--- src/logic/dpt_defs.svh ---
`ifndef DPT_DEFS_SVH
`define DPT_DEFS_SVH

// Register addresses (8-bit register space)
`define DPT_ADDR_MODE 8'hf1
`define DPT_ADDR_CNT1 8'hf2
`define DPT_ADDR_PRE1 8'hf3
`define DPT_ADDR_CNT0 8'hf4
`define DPT_ADDR_PRE0 8'hf5
`define DPT_ADDR_IRQ_STAT 8'he0
`define DPT_ADDR_IRQ_CLR 8'he1
`define DPT_ADDR_IRQ_EN 8'he2
`define DPT_ADDR_OPTION 8'he3

// Mode register fields
`define DPT_MODE_LOAD0 0
`define DPT_MODE_RUN0 1
`define DPT_MODE_LOAD1 2
`define DPT_MODE_RUN1 3
`define DPT_MODE_PIN_LO 4
`define DPT_MODE_PIN_HI 5
`define DPT_MODE_RESET 8'h00

// Prescaler setup fields
`define DPT_PRE_MODULO 0
`define DPT_PRE_CLKSEL 1
`define DPT_PRE_DIV_LO 2
`define DPT_PRE_DIV_HI 7
`define DPT_PRE_RESET 8'h00

// Option register: bit 0 selects the low-emission option
`define DPT_OPT_LOWEMI 0

// Clock: 10 MHz core clock, 100 ns period
`define DPT_CLK_PERIOD_NS 100
// Low-emission timer clock at most 4 MHz: 250 ns least period
`define DPT_LOWEMI_PERIOD_NS 250
`define DPT_LOWEMI_CYCLES ((`DPT_LOWEMI_PERIOD_NS + `DPT_CLK_PERIOD_NS - 1) / `DPT_CLK_PERIOD_NS)
// Internal timer tick is the processor clock divided by four
`define DPT_INT_DIV 4
// Standard mode divides the oscillator by two
`define DPT_STD_DIV 2

`endif

--- src/logic/dpt_pkg.sv ---
package dpt_pkg;
  typedef enum logic [1:0] {
    DPT_PIN_CLOCK = 2'b00,
    DPT_PIN_TRIG_RETRIG = 2'b01,
    DPT_PIN_TRIG_ONCE = 2'b11,
    DPT_PIN_GATE = 2'b10
  } dpt_pin_e;
endpackage

--- src/logic/dpt_tick_gen.sv ---
`timescale 1ns/100ps
`include "dpt_defs.svh"
// Internal timer tick: core clock divided by DIV in standard mode, by
// LE_DIV when the low-emission option bypasses the divide-by-two stage.
module dpt_tick_gen #(
  parameter int DIV = `DPT_INT_DIV * `DPT_STD_DIV,
  parameter int LE_DIV = `DPT_INT_DIV * `DPT_LOWEMI_CYCLES
) (
  input wire logic i_clk,
  input wire logic i_rst_b,
  input wire logic i_low_emi,
  output logic o_tick
);
  logic [7:0] div_reg;
  logic [7:0] limit;

  assign limit = i_low_emi ? 8'(LE_DIV - 1) : 8'(DIV - 1);

  always_ff @(posedge i_clk) begin
    if (!i_rst_b) begin
      div_reg <= 8'h00;
      o_tick <= 1'b0;
    end else if (div_reg >= limit) begin
      div_reg <= 8'h00;
      o_tick <= 1'b1;
    end else begin
      div_reg <= div_reg + 8'h01;
      o_tick <= 1'b0;
    end
  end
endmodule

--- src/logic/dpt_channel.sv ---
`timescale 1ns/100ps
`include "dpt_defs.svh"
// One prescaler plus 8-bit down counter.
module dpt_channel #(
  parameter int CW = 8,
  parameter int PW = 6
) (
  input wire logic i_clk,
  input wire logic i_rst_b,
  input wire logic i_src_tick,
  input wire logic i_qualify,
  input wire logic i_load,
  input wire logic i_run,
  input wire logic i_modulo,
  input wire logic [PW-1:0] i_div,
  input wire logic [CW-1:0] i_init,
  output logic [CW-1:0] o_count,
  output logic o_running,
  output logic o_end
);
  logic [PW-1:0] pre_reg;
  logic pre_end;

  // A field of zero wraps through 63 and so divides by 64; a zero count loaded while i_run is high means 256
  assign pre_end = (pre_reg == PW'(1));

  always_ff @(posedge i_clk) begin
    if (!i_rst_b) begin
      pre_reg <= '0;
      o_count <= '0;
      o_running <= 1'b0;
      o_end <= 1'b0;
    end else begin
      o_end <= 1'b0;
      if (i_load) begin
        pre_reg <= i_div;
        o_count <= i_init;
        o_running <= i_run;
      end else begin
        o_running <= i_run && o_running | (i_run && !o_running && o_count != '0);
        if (o_running && i_run && i_src_tick && i_qualify) begin
          if (!pre_end) begin
            pre_reg <= pre_reg - PW'(1);
          end else begin
            pre_reg <= i_div;
            o_count <= o_count - CW'(1);
            if (o_count == CW'(1)) begin
              o_end <= 1'b1;
              if (i_modulo) begin
                o_count <= i_init;
              end else begin
                o_running <= 1'b0;
              end
            end
          end
        end
      end
    end
  end
endmodule

--- src/logic/dpt_timer.sv ---
// Design decision made here: the address-and-strobe port.
`timescale 1ns/100ps
`include "dpt_defs.svh"
// Functional notes
// [RULE1] Two independent 8-bit down counters, each behind its own 6-bit prescaler.
// [RULE2] The first prescaler uses only the internal clock; the second may use the pin.
// [RULE3] Each prescaler divides its source by 1 to 64 before stepping its counter.
// [RULE4] Each counter steps down once per prescaler pulse from a loaded count of 1 to 256; a zero loaded by the write that sets the run bit never starts.
// [RULE5] When counter and prescaler both end, that timer's interrupt request is raised.
// [RULE6] Software may start, stop, continue from the current count or restart from the load.
// [RULE7] Single-pass mode halts at zero; modulo mode reloads and keeps counting.
// [RULE8] Counter reads return the live count without side effects; prescalers read as zero.
// [RULE9] The second timer counts the internal clock divided by four or the external pin.
// [RULE10] The pin works as clock, retriggerable trigger, one-shot trigger or gate.
// [RULE11] Timers and their requests keep running while the processor clock is halted.
// [RULE12] Counter writes set the initial count; prescaler writes set divide, source and mode.
// [RULE13] Low-emission option caps the timer clock at 4 MHz and bypasses the divide-by-two.
module dpt_timer
  import dpt_pkg::*;
(
  input wire logic i_clk,
  input wire logic i_rst_b,
  input wire logic [7:0] i_addr,
  input wire logic [7:0] i_wdata,
  input wire logic i_wr,
  input wire logic i_rd,
  input wire logic i_ext_pin,
  output logic [7:0] o_rdata,
  output logic o_first_timer_request,
  output logic o_second_timer_request,
  output logic o_irq
);
  logic [7:0] mode_reg;
  logic [7:0] pre0_reg;
  logic [7:0] pre1_reg;
  logic [7:0] init0_reg;
  logic [7:0] init1_reg;
  logic [1:0] stat_reg;
  logic [1:0] en_reg;
  logic opt_reg;
  logic pin_m_reg;
  logic pin_s_reg;
  logic pin_d_reg;
  logic trig_seen_reg;
  logic tick;
  logic pin_rise;
  logic pin_fall;
  logic [7:0] cnt0;
  logic [7:0] cnt1;
  logic run0;
  logic run1;
  logic end0;
  logic end1;
  logic load0;
  logic load1;
  logic src1_tick;
  logic qual1;
  logic trig_load;
  logic [7:0] rdata_next;
  dpt_pin_e pin_mode;

  function automatic logic hit(input logic [7:0] a, input logic [7:0] r);
    return a == r;
  endfunction

  assign pin_mode = dpt_pin_e'(mode_reg[`DPT_MODE_PIN_HI:`DPT_MODE_PIN_LO]);

  // Software register writes
  always_ff @(posedge i_clk) begin
    if (!i_rst_b) begin
      mode_reg <= `DPT_MODE_RESET;
      pre0_reg <= `DPT_PRE_RESET;
      pre1_reg <= `DPT_PRE_RESET;
      init0_reg <= 8'h00;
      init1_reg <= 8'h00;
      en_reg <= 2'b00;
      opt_reg <= 1'b0;
    end else if (i_wr) begin
      if (hit(i_addr, `DPT_ADDR_MODE)) begin
        mode_reg <= i_wdata & 8'h3f; // see [RULE6] [RULE10]
      end
      if (hit(i_addr, `DPT_ADDR_CNT0)) begin
        init0_reg <= i_wdata; // see [RULE12]
      end
      if (hit(i_addr, `DPT_ADDR_CNT1)) begin
        init1_reg <= i_wdata; // see [RULE12]
      end
      if (hit(i_addr, `DPT_ADDR_PRE0)) begin
        pre0_reg <= i_wdata & 8'hfd; // see [RULE2] [RULE12]
      end
      if (hit(i_addr, `DPT_ADDR_PRE1)) begin
        pre1_reg <= i_wdata; // see [RULE12]
      end
      if (hit(i_addr, `DPT_ADDR_IRQ_EN)) begin
        en_reg <= i_wdata[1:0];
      end
      if (hit(i_addr, `DPT_ADDR_OPTION)) begin
        opt_reg <= i_wdata[`DPT_OPT_LOWEMI];
      end
    end
  end

  // Load bits are self-clearing one-cycle pulses from the write
  assign load0 = i_wr && hit(i_addr, `DPT_ADDR_MODE) && i_wdata[`DPT_MODE_LOAD0]; // see [RULE6]
  assign load1 = (i_wr && hit(i_addr, `DPT_ADDR_MODE) && i_wdata[`DPT_MODE_LOAD1])
                 || trig_load; // see [RULE6] [RULE10]

  // Pin synchroniser; the second stage and its delayed copy (pin_d_reg) feed logic
  always_ff @(posedge i_clk) begin
    if (!i_rst_b) begin
      pin_m_reg <= 1'b0;
      pin_s_reg <= 1'b0;
      pin_d_reg <= 1'b0;
    end else begin
      pin_m_reg <= i_ext_pin;
      pin_s_reg <= pin_m_reg;
      pin_d_reg <= pin_s_reg;
    end
  end
  assign pin_rise = pin_s_reg && !pin_d_reg;
  assign pin_fall = !pin_s_reg && pin_d_reg;

  dpt_tick_gen u_tick (
    .i_clk(i_clk),
    .i_rst_b(i_rst_b),
    .i_low_emi(opt_reg), // see [RULE13]
    .o_tick(tick)
  );

  // Trigger handling: a falling edge reloads the second timer
  always_ff @(posedge i_clk) begin
    if (!i_rst_b) begin
      trig_seen_reg <= 1'b0;
    end else if (load1 && !trig_load) begin
      trig_seen_reg <= 1'b0;
    end else if (trig_load) begin
      trig_seen_reg <= 1'b1;
    end
  end
  assign trig_load = mode_reg[`DPT_MODE_RUN1] && pin_fall &&
                     ((pin_mode == DPT_PIN_TRIG_RETRIG) ||
                      (pin_mode == DPT_PIN_TRIG_ONCE && !trig_seen_reg)); // see [RULE10]

  // Source and qualifier for the second timer
  always_comb begin
    src1_tick = tick; // see [RULE9]
    qual1 = 1'b1;
    if (pre1_reg[`DPT_PRE_CLKSEL]) begin
      unique case (pin_mode)
        DPT_PIN_CLOCK: src1_tick = pin_fall; // see [RULE9] [RULE10]
        DPT_PIN_GATE: qual1 = pin_s_reg; // see [RULE10]
        DPT_PIN_TRIG_RETRIG, DPT_PIN_TRIG_ONCE: qual1 = trig_seen_reg; // see [RULE10]
      endcase
    end
  end

  // Both channels run from the core clock, independent of processor halt
  dpt_channel u_ch0 ( // see [RULE1] [RULE11]
    .i_clk(i_clk),
    .i_rst_b(i_rst_b),
    .i_src_tick(tick), // see [RULE2]
    .i_qualify(1'b1),
    .i_load(load0),
    .i_run(mode_reg[`DPT_MODE_RUN0]),
    .i_modulo(pre0_reg[`DPT_PRE_MODULO]), // see [RULE7]
    .i_div(pre0_reg[`DPT_PRE_DIV_HI:`DPT_PRE_DIV_LO]), // see [RULE3]
    .i_init(init0_reg), // see [RULE4]
    .o_count(cnt0),
    .o_running(run0),
    .o_end(end0)
  );

  dpt_channel u_ch1 ( // see [RULE1] [RULE11]
    .i_clk(i_clk),
    .i_rst_b(i_rst_b),
    .i_src_tick(src1_tick),
    .i_qualify(qual1),
    .i_load(load1),
    .i_run(mode_reg[`DPT_MODE_RUN1]),
    .i_modulo(pre1_reg[`DPT_PRE_MODULO]), // see [RULE7]
    .i_div(pre1_reg[`DPT_PRE_DIV_HI:`DPT_PRE_DIV_LO]), // see [RULE3]
    .i_init(init1_reg), // see [RULE4]
    .o_count(cnt1),
    .o_running(run1),
    .o_end(end1)
  );

  // Sticky status; a new event wins over a clear in the same cycle
  always_ff @(posedge i_clk) begin
    if (!i_rst_b) begin
      stat_reg <= 2'b00;
    end else begin
      stat_reg <= (stat_reg & ~((i_wr && hit(i_addr, `DPT_ADDR_IRQ_CLR)) ?
                   i_wdata[1:0] : 2'b00)) | {end1, end0}; // see [RULE5]
    end
  end

  // Request pulses mark each end of count directly
  always_ff @(posedge i_clk) begin
    if (!i_rst_b) begin
      o_first_timer_request <= 1'b0;
      o_second_timer_request <= 1'b0;
      o_irq <= 1'b0;
    end else begin
      o_first_timer_request <= end0; // see [RULE5] [RULE11]
      o_second_timer_request <= end1; // see [RULE5] [RULE11]
      o_irq <= |((stat_reg | {end1, end0}) & en_reg);
    end
  end

  // Read mux; prescalers and the clear register read as zero
  always_comb begin
    rdata_next = 8'h00;
    unique case (i_addr)
      `DPT_ADDR_MODE: rdata_next = {2'b00, mode_reg[5:4], run1, 1'b0, run0, 1'b0};
      `DPT_ADDR_CNT0: rdata_next = cnt0; // see [RULE8]
      `DPT_ADDR_CNT1: rdata_next = cnt1; // see [RULE8]
      `DPT_ADDR_IRQ_STAT: rdata_next = {6'h00, stat_reg};
      `DPT_ADDR_IRQ_EN: rdata_next = {6'h00, en_reg};
      `DPT_ADDR_OPTION: rdata_next = {7'h00, opt_reg};
      default: rdata_next = 8'h00; // see [RULE8]
    endcase
  end

  always_ff @(posedge i_clk) begin
    if (!i_rst_b) begin
      o_rdata <= 8'h00;
    end else if (i_rd) begin
      o_rdata <= rdata_next;
    end else begin
      o_rdata <= 8'h00;
    end
  end
endmodule

--- config.mk ---
export PLATFORM = sky130hd
export DESIGN_NAME = dpt_timer
export DESIGN_NICKNAME = d
export VERILOG_FILES = /design/src/logic/dpt_pkg.sv /design/src/logic/dpt_tick_gen.sv /design/src/logic/dpt_channel.sv /design/src/logic/dpt_timer.sv
export VERILOG_INCLUDE_DIRS = /design/src /design/src/logic
export SDC_FILE = /design/constraint.sdc
export NUM_CORES = 1
export LEC_CHECK = 0
export BUFFER_PORTS_ARGS = -buffer_cell sky130_fd_sc_hd__buf_2
export CAP_MARGIN = 30
export CORE_AREA = 3 3 111 113
export DETAILED_ROUTE_END_ITERATION = 8
export DIE_AREA = 0 0 114 116
export GPL_TIMING_DRIVEN = 0
export SETUP_SLACK_MARGIN = 0.02
export SYNTH_ARGS = -nofsm -noshare
export SYNTH_HDL_FRONTEND = slang
export SYNTH_SLANG_ARGS = --single-unit
--- constraint.sdc ---
create_clock -name i_clk -period 3.6 [get_ports i_clk]
set_input_delay 0.36 -clock i_clk [delete_from_list [all_inputs] [get_ports i_clk]]
set_output_delay 0.36 -clock i_clk [all_outputs]
set_load 0.03 [all_outputs]
Word level (Yosys, flattened, before mapping)
Cells that the tools add are included.

Output and inout port bits: 11. Bits of input ports: 21. Register bits after elaboration: 98. Word-level logic and storage cells: 146.

Order comparisons: 1. $add $sub $neg: 5. Muxes and demuxes: 36. Reductions and logical operators: 50. Bitwise operators: 12. Eq/ne operators: 16.

Operator list (count): $mux 8 (10); $eq 8x8->1 const B (9); $pmux 8 s6 (1); $mux 6 (6); $logic_and 1x1->1 (20); $reduce_and 2->1 (10); $eq 8x1->1 const B (2); $mux 1 (16); $reduce_bool 8->1 (2); $sub 8x1->8 const B (2); $eq 6x1->1 const B (2); $sub 6x1->6 const B (2); $add 8x1->8 const B (1); $ge 8x8->1 (1); $reduce_bool 2->1 (4); $reduce_or 2->1 (4); $reduce_or 4->1 (2); $logic_not 1->1 (5); $not 1->1 (5); $and 2x2->2 (2); $eq 2x2->1 const B (2); $mux 4 (1); $or 2x2->2 (2); $eq 2x1->1 const B (1); 6 further kinds (8).

Logic depth before layout (Yosys ltp)
Gate-level depths: netlist of run 1.

Depth in word-level cells: 10. Depth in mapped cells: 9. Gate-level depth less buffers: 8.

Modules after synthesis
Synthesis of run 1 repeated with hierarchy kept, for this count alone.

Cell total of the unflattened synthesis: 525. Area, all modules: 4929.7 um^2.

Modules (own cells, without submodules): dpt_timer (cells an instance 230, seq. area each 1101.1 um^2, area each 2379.8 um^2, instances 1); dpt_channel at u_ch0 (cells an instance 131, seq. area each 320.3 um^2, area each 1123.6 um^2, instances 1); dpt_channel at u_ch1 (cells an instance 132, seq. area each 320.3 um^2, area each 1091.0 um^2, instances 1); dpt_tick_gen (cells an instance 32, seq. area each 180.2 um^2, area each 335.3 um^2, instances 1).

Least setup slack after synthesis of run 1
OpenSTA, ideal clock, no wires.

Kind: in2reg. From: input i_addr[1]. To: register u_ch0.pre_reg[3]. Path slack: 1.622 ns. Data required time: 3.468 ns. Data arrival time: 1.846 ns. Library setup time: 0.132 ns. Stages on the path: 7. Buffers on the path: 1. Cell sequence: buf_6 nor4b_4 nand4_4 and2_4 or4_1 nand3_1 a21oi_1.

Cells in the longest elaborated chain, start to end: 4. Elaborated cells between the ends (all ways): 5. Those cells by class: eq/ne (1); mux (1); reduce/logical (3).

Ends and longest elaborated chain: start: declaration (RTL line dpt_timer.sv:23) `input wire logic [7:0] i_addr,`; $eq 8x8->1 (*) (RTL line dpt_timer.sv:63) `return a == r;`; $logic_and 1x1->1 (*) (2 in a row) (RTL line dpt_timer.sv:104) `` assign load0 = i_wr && hit(i_addr, `DPT_ADDR_MODE) && i_wdata[`DPT_MODE_LOAD0]; ``; $mux 6 / $reduce_bool 2->1 (equally long branches); end signal: assignment (RTL line dpt_channel.sv:36) `pre_reg <= i_div;`; end signal: assignment (RTL line dpt_channel.sv:43) `pre_reg <= pre_reg - PW'(1);`; end signal: assignment (RTL line dpt_channel.sv:45) `pre_reg <= i_div;`; end: declaration (RTL line dpt_channel.sv:21) `logic [PW-1:0] pre_reg;`.

Every way passes the cells marked *; elsewhere a longest branch is shown, timed or not. A chain may end at the register's enable or synchronous reset.

Worst setup path after layout of run 1
From: register pin_s_reg. To: register u_ch1.o_end.

Cells in the longest elaborated chain, start to end: 8. Elaborated cells between the ends (all ways): 13. Those cells by class: mux (4); bitwise (1); reduce/logical (8).

Ends and longest elaborated chain: start: declaration (RTL line dpt_timer.sv:42) `logic pin_s_reg;`; start signal: assignment (RTL line dpt_timer.sv:116) `pin_s_reg <= pin_m_reg;`; $logic_not 1->1 (RTL line dpt_timer.sv:121) `assign pin_fall = !pin_s_reg && pin_d_reg;`; $logic_and 1x1->1 (RTL line dpt_timer.sv:121); $mux 1 (RTL line dpt_timer.sv:149) `unique case (pin_mode)`; $mux 1 (RTL line dpt_timer.sv:148) `` if (pre1_reg[`DPT_PRE_CLKSEL]) begin ``; $logic_and 1x1->1 (2 in a row) (RTL line dpt_channel.sv:41) `if (o_running && i_run && i_src_tick && i_qualify) begin`; $not 1->1 (no source line); $reduce_or 4->1 (no source line) (*); end signal: assignment (RTL line dpt_channel.sv:32) `o_end <= 1'b0;`; end signal: assignment (RTL line dpt_channel.sv:34) `o_end <= 1'b0;`; end signal: assignment (RTL line dpt_channel.sv:48) `o_end <= 1'b1;`; end: declaration (RTL line dpt_channel.sv:19) `output logic o_end`.

Marks and branches as above.

==> results of run 1 <==
## cell type report
cell class / instances / area share (%)
plain buffers: 27 / 2.62
clock buffers: 11 / 4.66
clock inverters: 5 / 1.54
inverters: 20 / 1.44
multi-input cells: 392 / 46.6
flip-flops and latches: 96 / 36.9
well taps: 143 / 3.44
repair buffers: 29 / 2.79
## power breakdown
group	leakage [nW]	switching, mW	internal, mW
Clock	0.152	0.404	0.627
Sequential	0.775	0.00269	1.07
Combinational	1.30	0.0573	0.0213
Total	2.23	0.464	1.71
## path summary, 6_finish.rpt
check	start	to	slack, ps	cells after the start
hold reg to reg	pin_m_reg$_SDFF_PN0_	pin_s_reg$_SDFF_PN0_	440	1
hold / removal	i_ext_pin	pin_m_reg$_SDFF_PN0_	230	2
setup reg to reg	pin_s_reg$_SDFF_PN0_	u_ch1.o_end$_SDFF_PP0_	1450	6
setup / recovery	pin_s_reg$_SDFF_PN0_	u_ch1.o_end$_SDFF_PP0_	1450	6
## synthesized netlist by cell type (all sizes together), types with 2 or more instances
cell / count
a21oi: 43
nand4: 4
nor3: 19
nor4: 5
a221oi: 2
a31o: 2
nand4b: 2
nand3b: 5
ha: 13
clkbuf: 13
o22ai: 7
buf: 14
and3: 3
xor2: 4
or3: 4
or4: 5
o21a: 4
mux2i: 36
inv: 20
nor3b: 4
nor2b: 3
o211ai: 2
a211oi: 4
a222oi: 3
mux2: 2
nand3: 29
o21ai: 28
nor2: 67
nand2b: 4
dfxtp: 96
a22oi: 5
or2: 2
and4: 3
a31oi: 4
a21o: 2
o32ai: 2
nand2: 44
and2: 12
## kinds of logic after synthesis
group           Yosys count
simple gates            218
compound gates          115
other cells               1
buf+inv                  47
fa+ha+maj                13
flops                    96
mux                      38
xor+xnor                  5
## layout by cell type, fill, tap and decap left out, types with 5 or more instances in the layout
| master | count |
|---|---|
| a21oi_1 | 42 |
| a22oi_1 | 5 |
| and2_1 | 11 |
| buf_2 | 36 |
| buf_4 | 5 |
| clkbuf_1 | 14 |
| clkbuf_16 | 9 |
| dfxtp_1 | 96 |
| ha_1 | 13 |
| inv_1 | 20 |
| mux2i_1 | 36 |
| nand2_1 | 43 |
| nand3_1 | 29 |
| nand3b_1 | 5 |
| nor2_1 | 67 |
| nor3_1 | 19 |
| nor4_1 | 5 |
| o21ai_0 | 23 |
| o22ai_1 | 7 |
## per-stage QoR
stage	power, mW	worst slack, ps
4_1_cts	2.20	1370
2_1_floorplan	1.13	1620
5_1_grt	2.25	1280
3_3_place_gp	1.17	1270
3_5_place_dp	1.17	1240
6_report	2.18	1450
## metal layers
layer | up-vias | routed length [um] | part of all wire, %
met5 | - | 0 | 0
met4 | 0 | 201 | 1.6
met3 | 13 | 645 | 5.1
met2 | 112 | 5840 | 46
met1 | 1934 | 6040 | 47
li1 | 1983 | - | -
## worst register-to-register path, stage by stage, from the launching register on
cell and delay, ps:
dfxtp_1 320, nand2b_1 180, or3_1 400, a21oi_4 330, buf_2 300, nand3_1 130
nor4_1 350
==> results.ini, run 1 <==
[clock_network]
hold_buffers = 0
post-cts-setup-buffers = 0
root_buffer = clkbuf_16
clk_latency_ps = 350
htreeDepth = 3
cts.path.max_buffers = 2
cts_tree = built
path_clk_slew_ps = 60
cts-buffers-inserted = 9
cts.sinks = 96
cts_resized = 0

[worst_setup_path]
crit_required_ps = 3800
crit_chain = nand2b_1 > or3_1 > a21oi_4 > buf_2 > nand3_1 > nor4_1
critPathMaxStageDelay_ps = 400
critical-path-top-delay-family = simple AND/OR/NAND/NOR gates
crit_fanout = 10
start_kind = flip-flop
crit_slowest_cell = or3_1
crit_arrival_ps = 2360
setup.worst_path.end_class = flip-flop
critPathBufInv = 1
crit_type = flip-flop to flip-flop

[yosys]
synth-adder-area-share_pct = 3.58
synth_top_family_by_area = simple AND/OR/NAND/NOR gates
syn_area_mm2 = 0.00455
synthSimpleGateAreaFrac_pct = 24.3
synth-seq-cells = 96
netlist_instances = 533
synth_edf_count = 0
synth-compound-area-share_pct = 15.8
synthMuxAreaShare_pct = 8.42
synthXorXnorAreaFrac_pct = 0.963
ys_seq_area_share_pct = 42.2
synth.area.top_cells = dfxtp_1 (42%), mux2i_1 (7.9%), nor2_1 (5.5%)
post-synth-top-area-fraction_pct = 42.2
yosysTopAreaCell = dfxtp_1
ys_dominant_reg_cell = dfxtp_1
yosys_warnings = 0
synthArstFlopShare_pct = 0
synth_cell_types = 63
avgSynthCellArea_um2 = 8.54

[floorplanning]
num_rows = 39
core_mm2 = 0.0114
fp.dieH_um = 116
die_w_um = 114
io_pins = 32
dieArea_mm2 = 0.0132
initial_utilization_pct = 39.8

[routing]
vias_per_cell = 5.59
num_vias = 4042
drtAntennaViolNets = 0
drtPass1Iterations = 5
avgRoutedWirePerCell_um = 17.6
wl_um = 12700
drc = 0
first_iter_violations = 397

[grt]
use_met3_pct = 4.54
busiest_layer = met2
grt_pass1_wl_um = 20600
antenna_found_initial = 0
grt_pass1_vias = 3891
overflow = 0
grt_use_met1_pct = 27.5
grt_max_degree = 16
use_met2_pct = 32.0
grt_use_total_pct = 20.1

[placement]
port_buffers = 28
gp_congestion = 0.873
post_dp_cell_area_mm2 = 0.00488
place_hpwl_um = 9300
place_inst = 707

[cells_and_area]
nets = 609
fill_cells = 1144
multi_input_area_mm2 = 0.00242
diodes = 0
area_growth_pct = 14.4
stdcell_count = 723
final_area_mm2 = 0.00520
drive_gt1_share_pct = 11.9
final_core_util_pct = 45.6
seq_area_mm2 = 0.00192

[timing]
maxSlewViolCount = 0
period_needed_ps = 2150
rsz0062_at_grt = false
tightestPinTransition_ps = 740
max_freq_ghz = 0.464
min_period_over_period_pct = 59.9
skew_ps = 8.61
finalSetupViolCount = 0
whs_ps = 229
setup_tns_ps = 0
maxSlewHeadroom_pct = 50.6
hold_violations = 0

[flow_run]
cap_violations = 0

[power_and_ir_drop]
p_leak_nw = 2.23
power-per-cell-area_mw_per_mm2 = 419
ir_worst_vdd_mv = 0.368

[hold_path]
hold_class = input port to flip-flop

[run_status]
status = finished clean

(Power assumes the default switching activity.)
==> inputs of run 2 (changes only) <==
==> constraint.sdc (replaced) <==
create_clock -name i_clk -period 1.8 [get_ports i_clk]
set_input_delay 0.18 -clock i_clk [delete_from_list [all_inputs] [get_ports i_clk]]
set_output_delay 0.18 -clock i_clk [all_outputs]
set_load 0.03 [all_outputs]
==> run 2 against run 1 <==
  * Cell area increased by 8.5%
  * The run now ends with negative setup slack left
  * Via count increased by 2.4%
  * Register-to-register slack got worse by 1700 ps
  * Highest routed layer unchanged
  * Global-route usage about the same
  * Clock-buffer cell count unchanged
  * Clock skew about the same
  * Non-clock buffer count increased by 19
  * Utilization increased by 3.9 points
  * Worst setup slack got worse by 1700 ps
  * Sequential power increased by 99%
==> results.ini, run 2 (synthesis gave the netlist of run 1 again) <==
[worst_setup_path]
critPathMaxStageDelay_ps = 460
critPathBufInv = 1
crit_start = u_ch0.o_count[4]$_SDFFE_PN0P_
crit_arrival_ps = 2210
reg2reg_depth = 7
ff2ff_setup_slack_ps = -210
crit_chain = or3_4 > or4_4 > o21ai_4 > buf_6 > nor3_1 > o21ai_1 > a21oi_1
crit_path_end = u_ch0.o_count[6]$_SDFFE_PN0P_
crit_required_ps = 2000
crit_slowest_cell = or4_4
rr_endpoint = u_ch0.o_count[6]$_SDFFE_PN0P_
critical-path-top-delay-family = simple AND/OR/NAND/NOR gates
setup.worst_path.end_class = flip-flop
start_kind = flip-flop
crit_fanout = 5
crit_cells = 7
crit_type = flip-flop to flip-flop
r2r_start = u_ch0.o_count[4]$_SDFFE_PN0P_

[flow_run]
cap_violations = 0

[timing]
min_period_over_period_pct = 112
skew_ps = 8.98
finalSetupViolCount = 10
maxSlewHeadroom_pct = 39.1
period_needed_ps = 2010
max_freq_ghz = 0.497
hold_violations = 0
maxSlewViolCount = 0
rsz0062_at_grt = true
tightestPinTransition_ps = 905
worst_slack_ps = -211

[run_status]
status = finished, violations left
violations = negative setup slack

[routing]
first_iter_violations = 228
wl_um = 13000
drc = 0
vias_per_cell = 5.58
avgRoutedWirePerCell_um = 17.5
drtAntennaViolNets = 0
num_vias = 4140
drtPass1Iterations = 4

[grt]
grt_pass1_wl_um = 20600
overflow = 0
antenna_found_initial = 0
grt_pass1_vias = 3944
grt_use_total_pct = 20.1
grt_max_degree = 16

[power_and_ir_drop]
finalPower_mw = 4.10
ir_worst_vdd_mv = 0.360
power-per-cell-area_mw_per_mm2 = 726
p_leak_nw = 2.37

[clock_network]
path_clk_slew_ps = 60
cts_tree = built
clk_latency_ps = 350
cts.path.max_buffers = 2
hold_buffers = 0
cts-buffers-inserted = 9
htreeDepth = 3
root_buffer = clkbuf_16
cts.sinks = 96

[floorplanning]
fp.dieH_um = 116
dieArea_mm2 = 0.0132
num_rows = 39
initial_utilization_pct = 39.8
io_pins = 32
die_w_um = 114
core_mm2 = 0.0114

[cells_and_area]
area_growth_pct = 24.1
final_common_cell = dfxtp_1
multi_input_area_mm2 = 0.00269
diodes = 0
seq_area_mm2 = 0.00195
fill_cells = 1104
layout_common_cells = dfxtp_1 (86), nor2_1 (63), nand2_1 (42), a21oi_1 (37), mux2i_1 (36)
nets = 628
drive_gt1_share_pct = 24.4

[placement]
gp_congestion = 0.920
port_buffers = 28
place_hpwl_um = 8980
pre_cts_ws_ps = -410

[hold_path]
hold_class = input port to flip-flop

run 2: layout make-up:
class / instances / area share (%)
Multi-Input combinational cell: 392 / 47.7
Sequential cell: 96 / 34.5
Timing Repair Buffer: 49 / 5.68
Clock buffer: 11 / 4.30
Tap cell: 143 / 3.17
Buffer: 26 / 2.77
Inverter: 20 / 1.33
Clock inverter: 5 / 0.576
run 2: metrics by stage:
stage | cell area, um2 | utilization [%] | TNS [ps] | hold slack, ps | instances
floorplan | 4580 | - | -15.2 | 307 | 535
global placement | 4900 | 42.9 | -8520 | 392 | 706
detailed placement | 4900 | 42.9 | -8690 | 394 | 706
CTS | 5430 | 47.5 | -1270 | 35.0 | 738
global route | 5640 | 49.4 | -2460 | 55.6 | 742
finish | 5640 | 49.4 | -1380 | 38.7 | 742
run 2: worst min-delay path by stage:
| stage | from | end | slack [ps] | cells after the start |
|---|---|---|---|---|
| 4_1_cts | i_ext_pin | pin_m_reg$_SDFF_PN0_ | 30 | 2 |
| 2_1_floorplan | i_ext_pin | pin_m_reg$_SDFF_PN0_ | 310 | 1 |
| 3_5_place_dp | i_ext_pin | pin_m_reg$_SDFF_PN0_ | 390 | 2 |
| 5_1_grt | i_ext_pin | pin_m_reg$_SDFF_PN0_ | 60 | 2 |
| 3_3_place_gp | i_ext_pin | pin_m_reg$_SDFF_PN0_ | 390 | 2 |
| 6_report | i_ext_pin | pin_m_reg$_SDFF_PN0_ | 40 | 2 |
run 2: routing by layer:
metal,GRT usage (%),share of wire (%),vias up
li1,-,-,2022
met1,27.3,46,1960
met2,32.1,46,134
met3,2.98,5.9,24
met4,8.23,2.1,0
met5,0,0,-
run 2: where the power goes:
part	total, mW	internal (mW)	switching, mW
Sequential	2.13	2.13	0.00663
Clock	1.80	0.970	0.829
Combinational	0.164	0.0459	0.118
run 2: timing repair:
action                                  CTS  global route
resized for setup                        41            48
pin swaps                                11            21
endpoints found under the setup margin   25            36
setup buffers                            14             6
gates cloned                              2             0
==> inputs of run 3 (changes only) <==
--- a/config.mk
+++ b/config.mk
@@ -12,6 +12,7 @@
 export DETAILED_ROUTE_END_ITERATION = 8
 export DIE_AREA = 0 0 114 116
 export GPL_TIMING_DRIVEN = 0
+export PLACE_DENSITY_LB_ADDON = 0.12
 export SETUP_SLACK_MARGIN = 0.02
 export SYNTH_ARGS = -nofsm -noshare
 export SYNTH_HDL_FRONTEND = slang
==> run 3 against run 2 <==
  * The run still ends with negative setup slack left
  * Flip-flop and latch count unchanged
  * Sequential share of layout area shrank 1.2 points
  * Die area is the same
  * Cell area grew 3.6%
  * Clock power grew 16%
  * Critical endpoint is now u_ch0.o_count[2]$_SDFFE_PN0P_
  * First-iteration DRC count rose by 12%
  * Highest routed layer unchanged
  * Via count grew 0.87%
  * Critical path type unchanged
  * Clock skew decreased by 4.2 ps
  * Wire length rose by 5.2%
  * Register-to-register slack gained 50 ps
  * Non-clock buffer count is 8 higher
==> results.ini, run 3 (synthesis gave the netlist of run 1 again) <==
[run_status]
status = finished, violations left
violations = negative setup slack

[timing]
min_period_over_period_pct = 109
maxSlewViolCount = 0
skew_ps = 4.79
tightestPinTransition_ps = 853
maxSlewHeadroom_pct = 42.6
hold_violations = 0
worst_slack_ps = -157
period_needed_ps = 1960
rsz0062_at_grt = true
finalSetupViolCount = 21
whs_ps = 57.5
max_freq_ghz = 0.511

[routing]
vias_per_cell = 5.57
drc = 0
wl_um = 13700
num_vias = 4176
drtPass1Iterations = 6
drtAntennaViolNets = 0
first_iter_violations = 256
avgRoutedWirePerCell_um = 18.3

[clock_network]
cts.path.max_buffers = 2
cts-buffers-inserted = 9
clk_latency_ps = 350
path_clk_slew_ps = 70
cts_tree = built
root_buffer = clkbuf_16
htreeDepth = 3
hold_buffers = 0
cts.sinks = 96

[worst_setup_path]
critPathMaxStageDelay_ps = 460
crit_path_end = u_ch0.o_count[2]$_SDFFE_PN0P_
crit_slowest_cell = or4_4
crit_arrival_ps = 2240
r2r_start = u_ch0.o_count[4]$_SDFFE_PN0P_
reg2reg_depth = 8
critPathBufInv = 3
setup.worst_path.end_class = flip-flop
crit_fanout = 6
cp_common_cell = buf_6
crit_cells = 8
crit_chain = or3_4 > or4_4 > o21ai_4 > buf_6 > buf_6 > buf_6 > a21oi_2 > o21ai_1
rr_endpoint = u_ch0.o_count[2]$_SDFFE_PN0P_
critical-path-top-delay-family = simple AND/OR/NAND/NOR gates
start_kind = flip-flop
ff2ff_setup_slack_ps = -160
crit_type = flip-flop to flip-flop
crit_start = u_ch0.o_count[4]$_SDFFE_PN0P_
crit_required_ps = 2080

[hold_path]
hold_class = input port to flip-flop

[floorplanning]
fp.dieH_um = 116
core_mm2 = 0.0114
initial_utilization_pct = 39.8
dieArea_mm2 = 0.0132
num_rows = 39
die_w_um = 114
io_pins = 32

[cells_and_area]
multi_input_area_mm2 = 0.00274
layout_common_cells = dfxtp_1 (86), nor2_1 (61), nand2_1 (42), a21oi_1 (37), mux2i_1 (35)
diodes = 0
final_common_cell = dfxtp_1
seq_area_mm2 = 0.00195
fill_cells = 1093
stdcell_count = 750
drive_gt1_share_pct = 26.7
area_growth_pct = 28.5
nets = 636

[grt]
overflow = 0
grt_pass1_wl_um = 21200
antenna_found_initial = 0
grt_use_total_pct = 20.9
grt_max_degree = 16
grt_pass1_vias = 3875

[placement]
pre_cts_ws_ps = -417
place_inst = 706
gp_congestion = 0.884
port_buffers = 28
place_hpwl_um = 9340

[flow_run]
cap_violations = 0

[power_and_ir_drop]
power-per-cell-area_mw_per_mm2 = 749
ir_worst_vdd_mv = 0.450
p_leak_nw = 2.46

run 3: cell types whose count changed in the layout (fill, tap and decap cells not counted), sizes merged:
cell | before | now
buf | 63 | 68
bufinv | 0 | 2
clkbuf | 23 | 25
clkinv | 2 | 3
clkinvlp | 3 | 1
run 3: worst reg2reg max path, cell delays in order, from the launching register on:
cell,delay (ps)
dfxtp_4,350
or3_4,380
or4_4,460
o21ai_4,170
buf_6,150
buf_6,130
buf_6,90
a21oi_2,50
o21ai_1,110
run 3: power by group:
group,leakage [nW],internal (mW),switching (mW)
Combinational,1.52,0.0475,0.121
Clock,0.158,1.25,0.831
Sequential,0.782,2.13,0.00622
Total,2.46,3.42,0.959
run 3: per-layer routing:
layer | global-route usage [%] | routed length, um | vias to the layer above
li1 | - | - | 2041
met1 | 27.3 | 6080 | 1967
met2 | 33.3 | 6410 | 137
met3 | 4.49 | 798 | 31
met4 | 9.03 | 402 | 0
met5 | 0 | 0 | -
run 3: what timing repair did:
item | in CTS | in global routing
pin swaps | 10 | 32
resized for setup | 39 | 69
setup endpoints to repair | 26 | 39
gates cloned | 0 | 1
buffers inserted | 16 | 12
hold endpoints to repair | 0 | 0
run 3: worst min path at each step:
stage / startpoint / endpoint / slack (ps) / cells past startpoint
finish: i_ext_pin / pin_m_reg$_SDFF_PN0_ / 60 / 2
floorplan: i_ext_pin / pin_m_reg$_SDFF_PN0_ / 310 / 1
global placement: i_ext_pin / pin_m_reg$_SDFF_PN0_ / 420 / 2
global route: i_ext_pin / pin_m_reg$_SDFF_PN0_ / 60 / 2
detailed placement: i_ext_pin / pin_m_reg$_SDFF_PN0_ / 420 / 2
CTS: i_ext_pin / pin_m_reg$_SDFF_PN0_ / 60 / 2
run 3: per-stage QoR:
stage	setup TNS, ps	cell area, um2	power (mW)	util (%)
after floorplan	-15.2	4580	2.26	-
after global placement	-9390	4900	2.35	42.9
after detailed placement	-10820	4900	2.35	42.9
after CTS	-876	5470	4.41	47.9
after global routing	-3220	5850	4.51	51.2
final	-1710	5850	4.38	51.2
run 3: final cells by class:
class | instances | area share, %
plain buffers | 25 | 2.55
inverters | 20 | 1.28
clock buffers | 10 | 4.09
clock inverters | 6 | 1.41
repair buffers | 58 | 7.45
well taps | 143 | 3.06
multi-input cells | 392 | 46.9
flip-flops and latches | 96 | 33.3
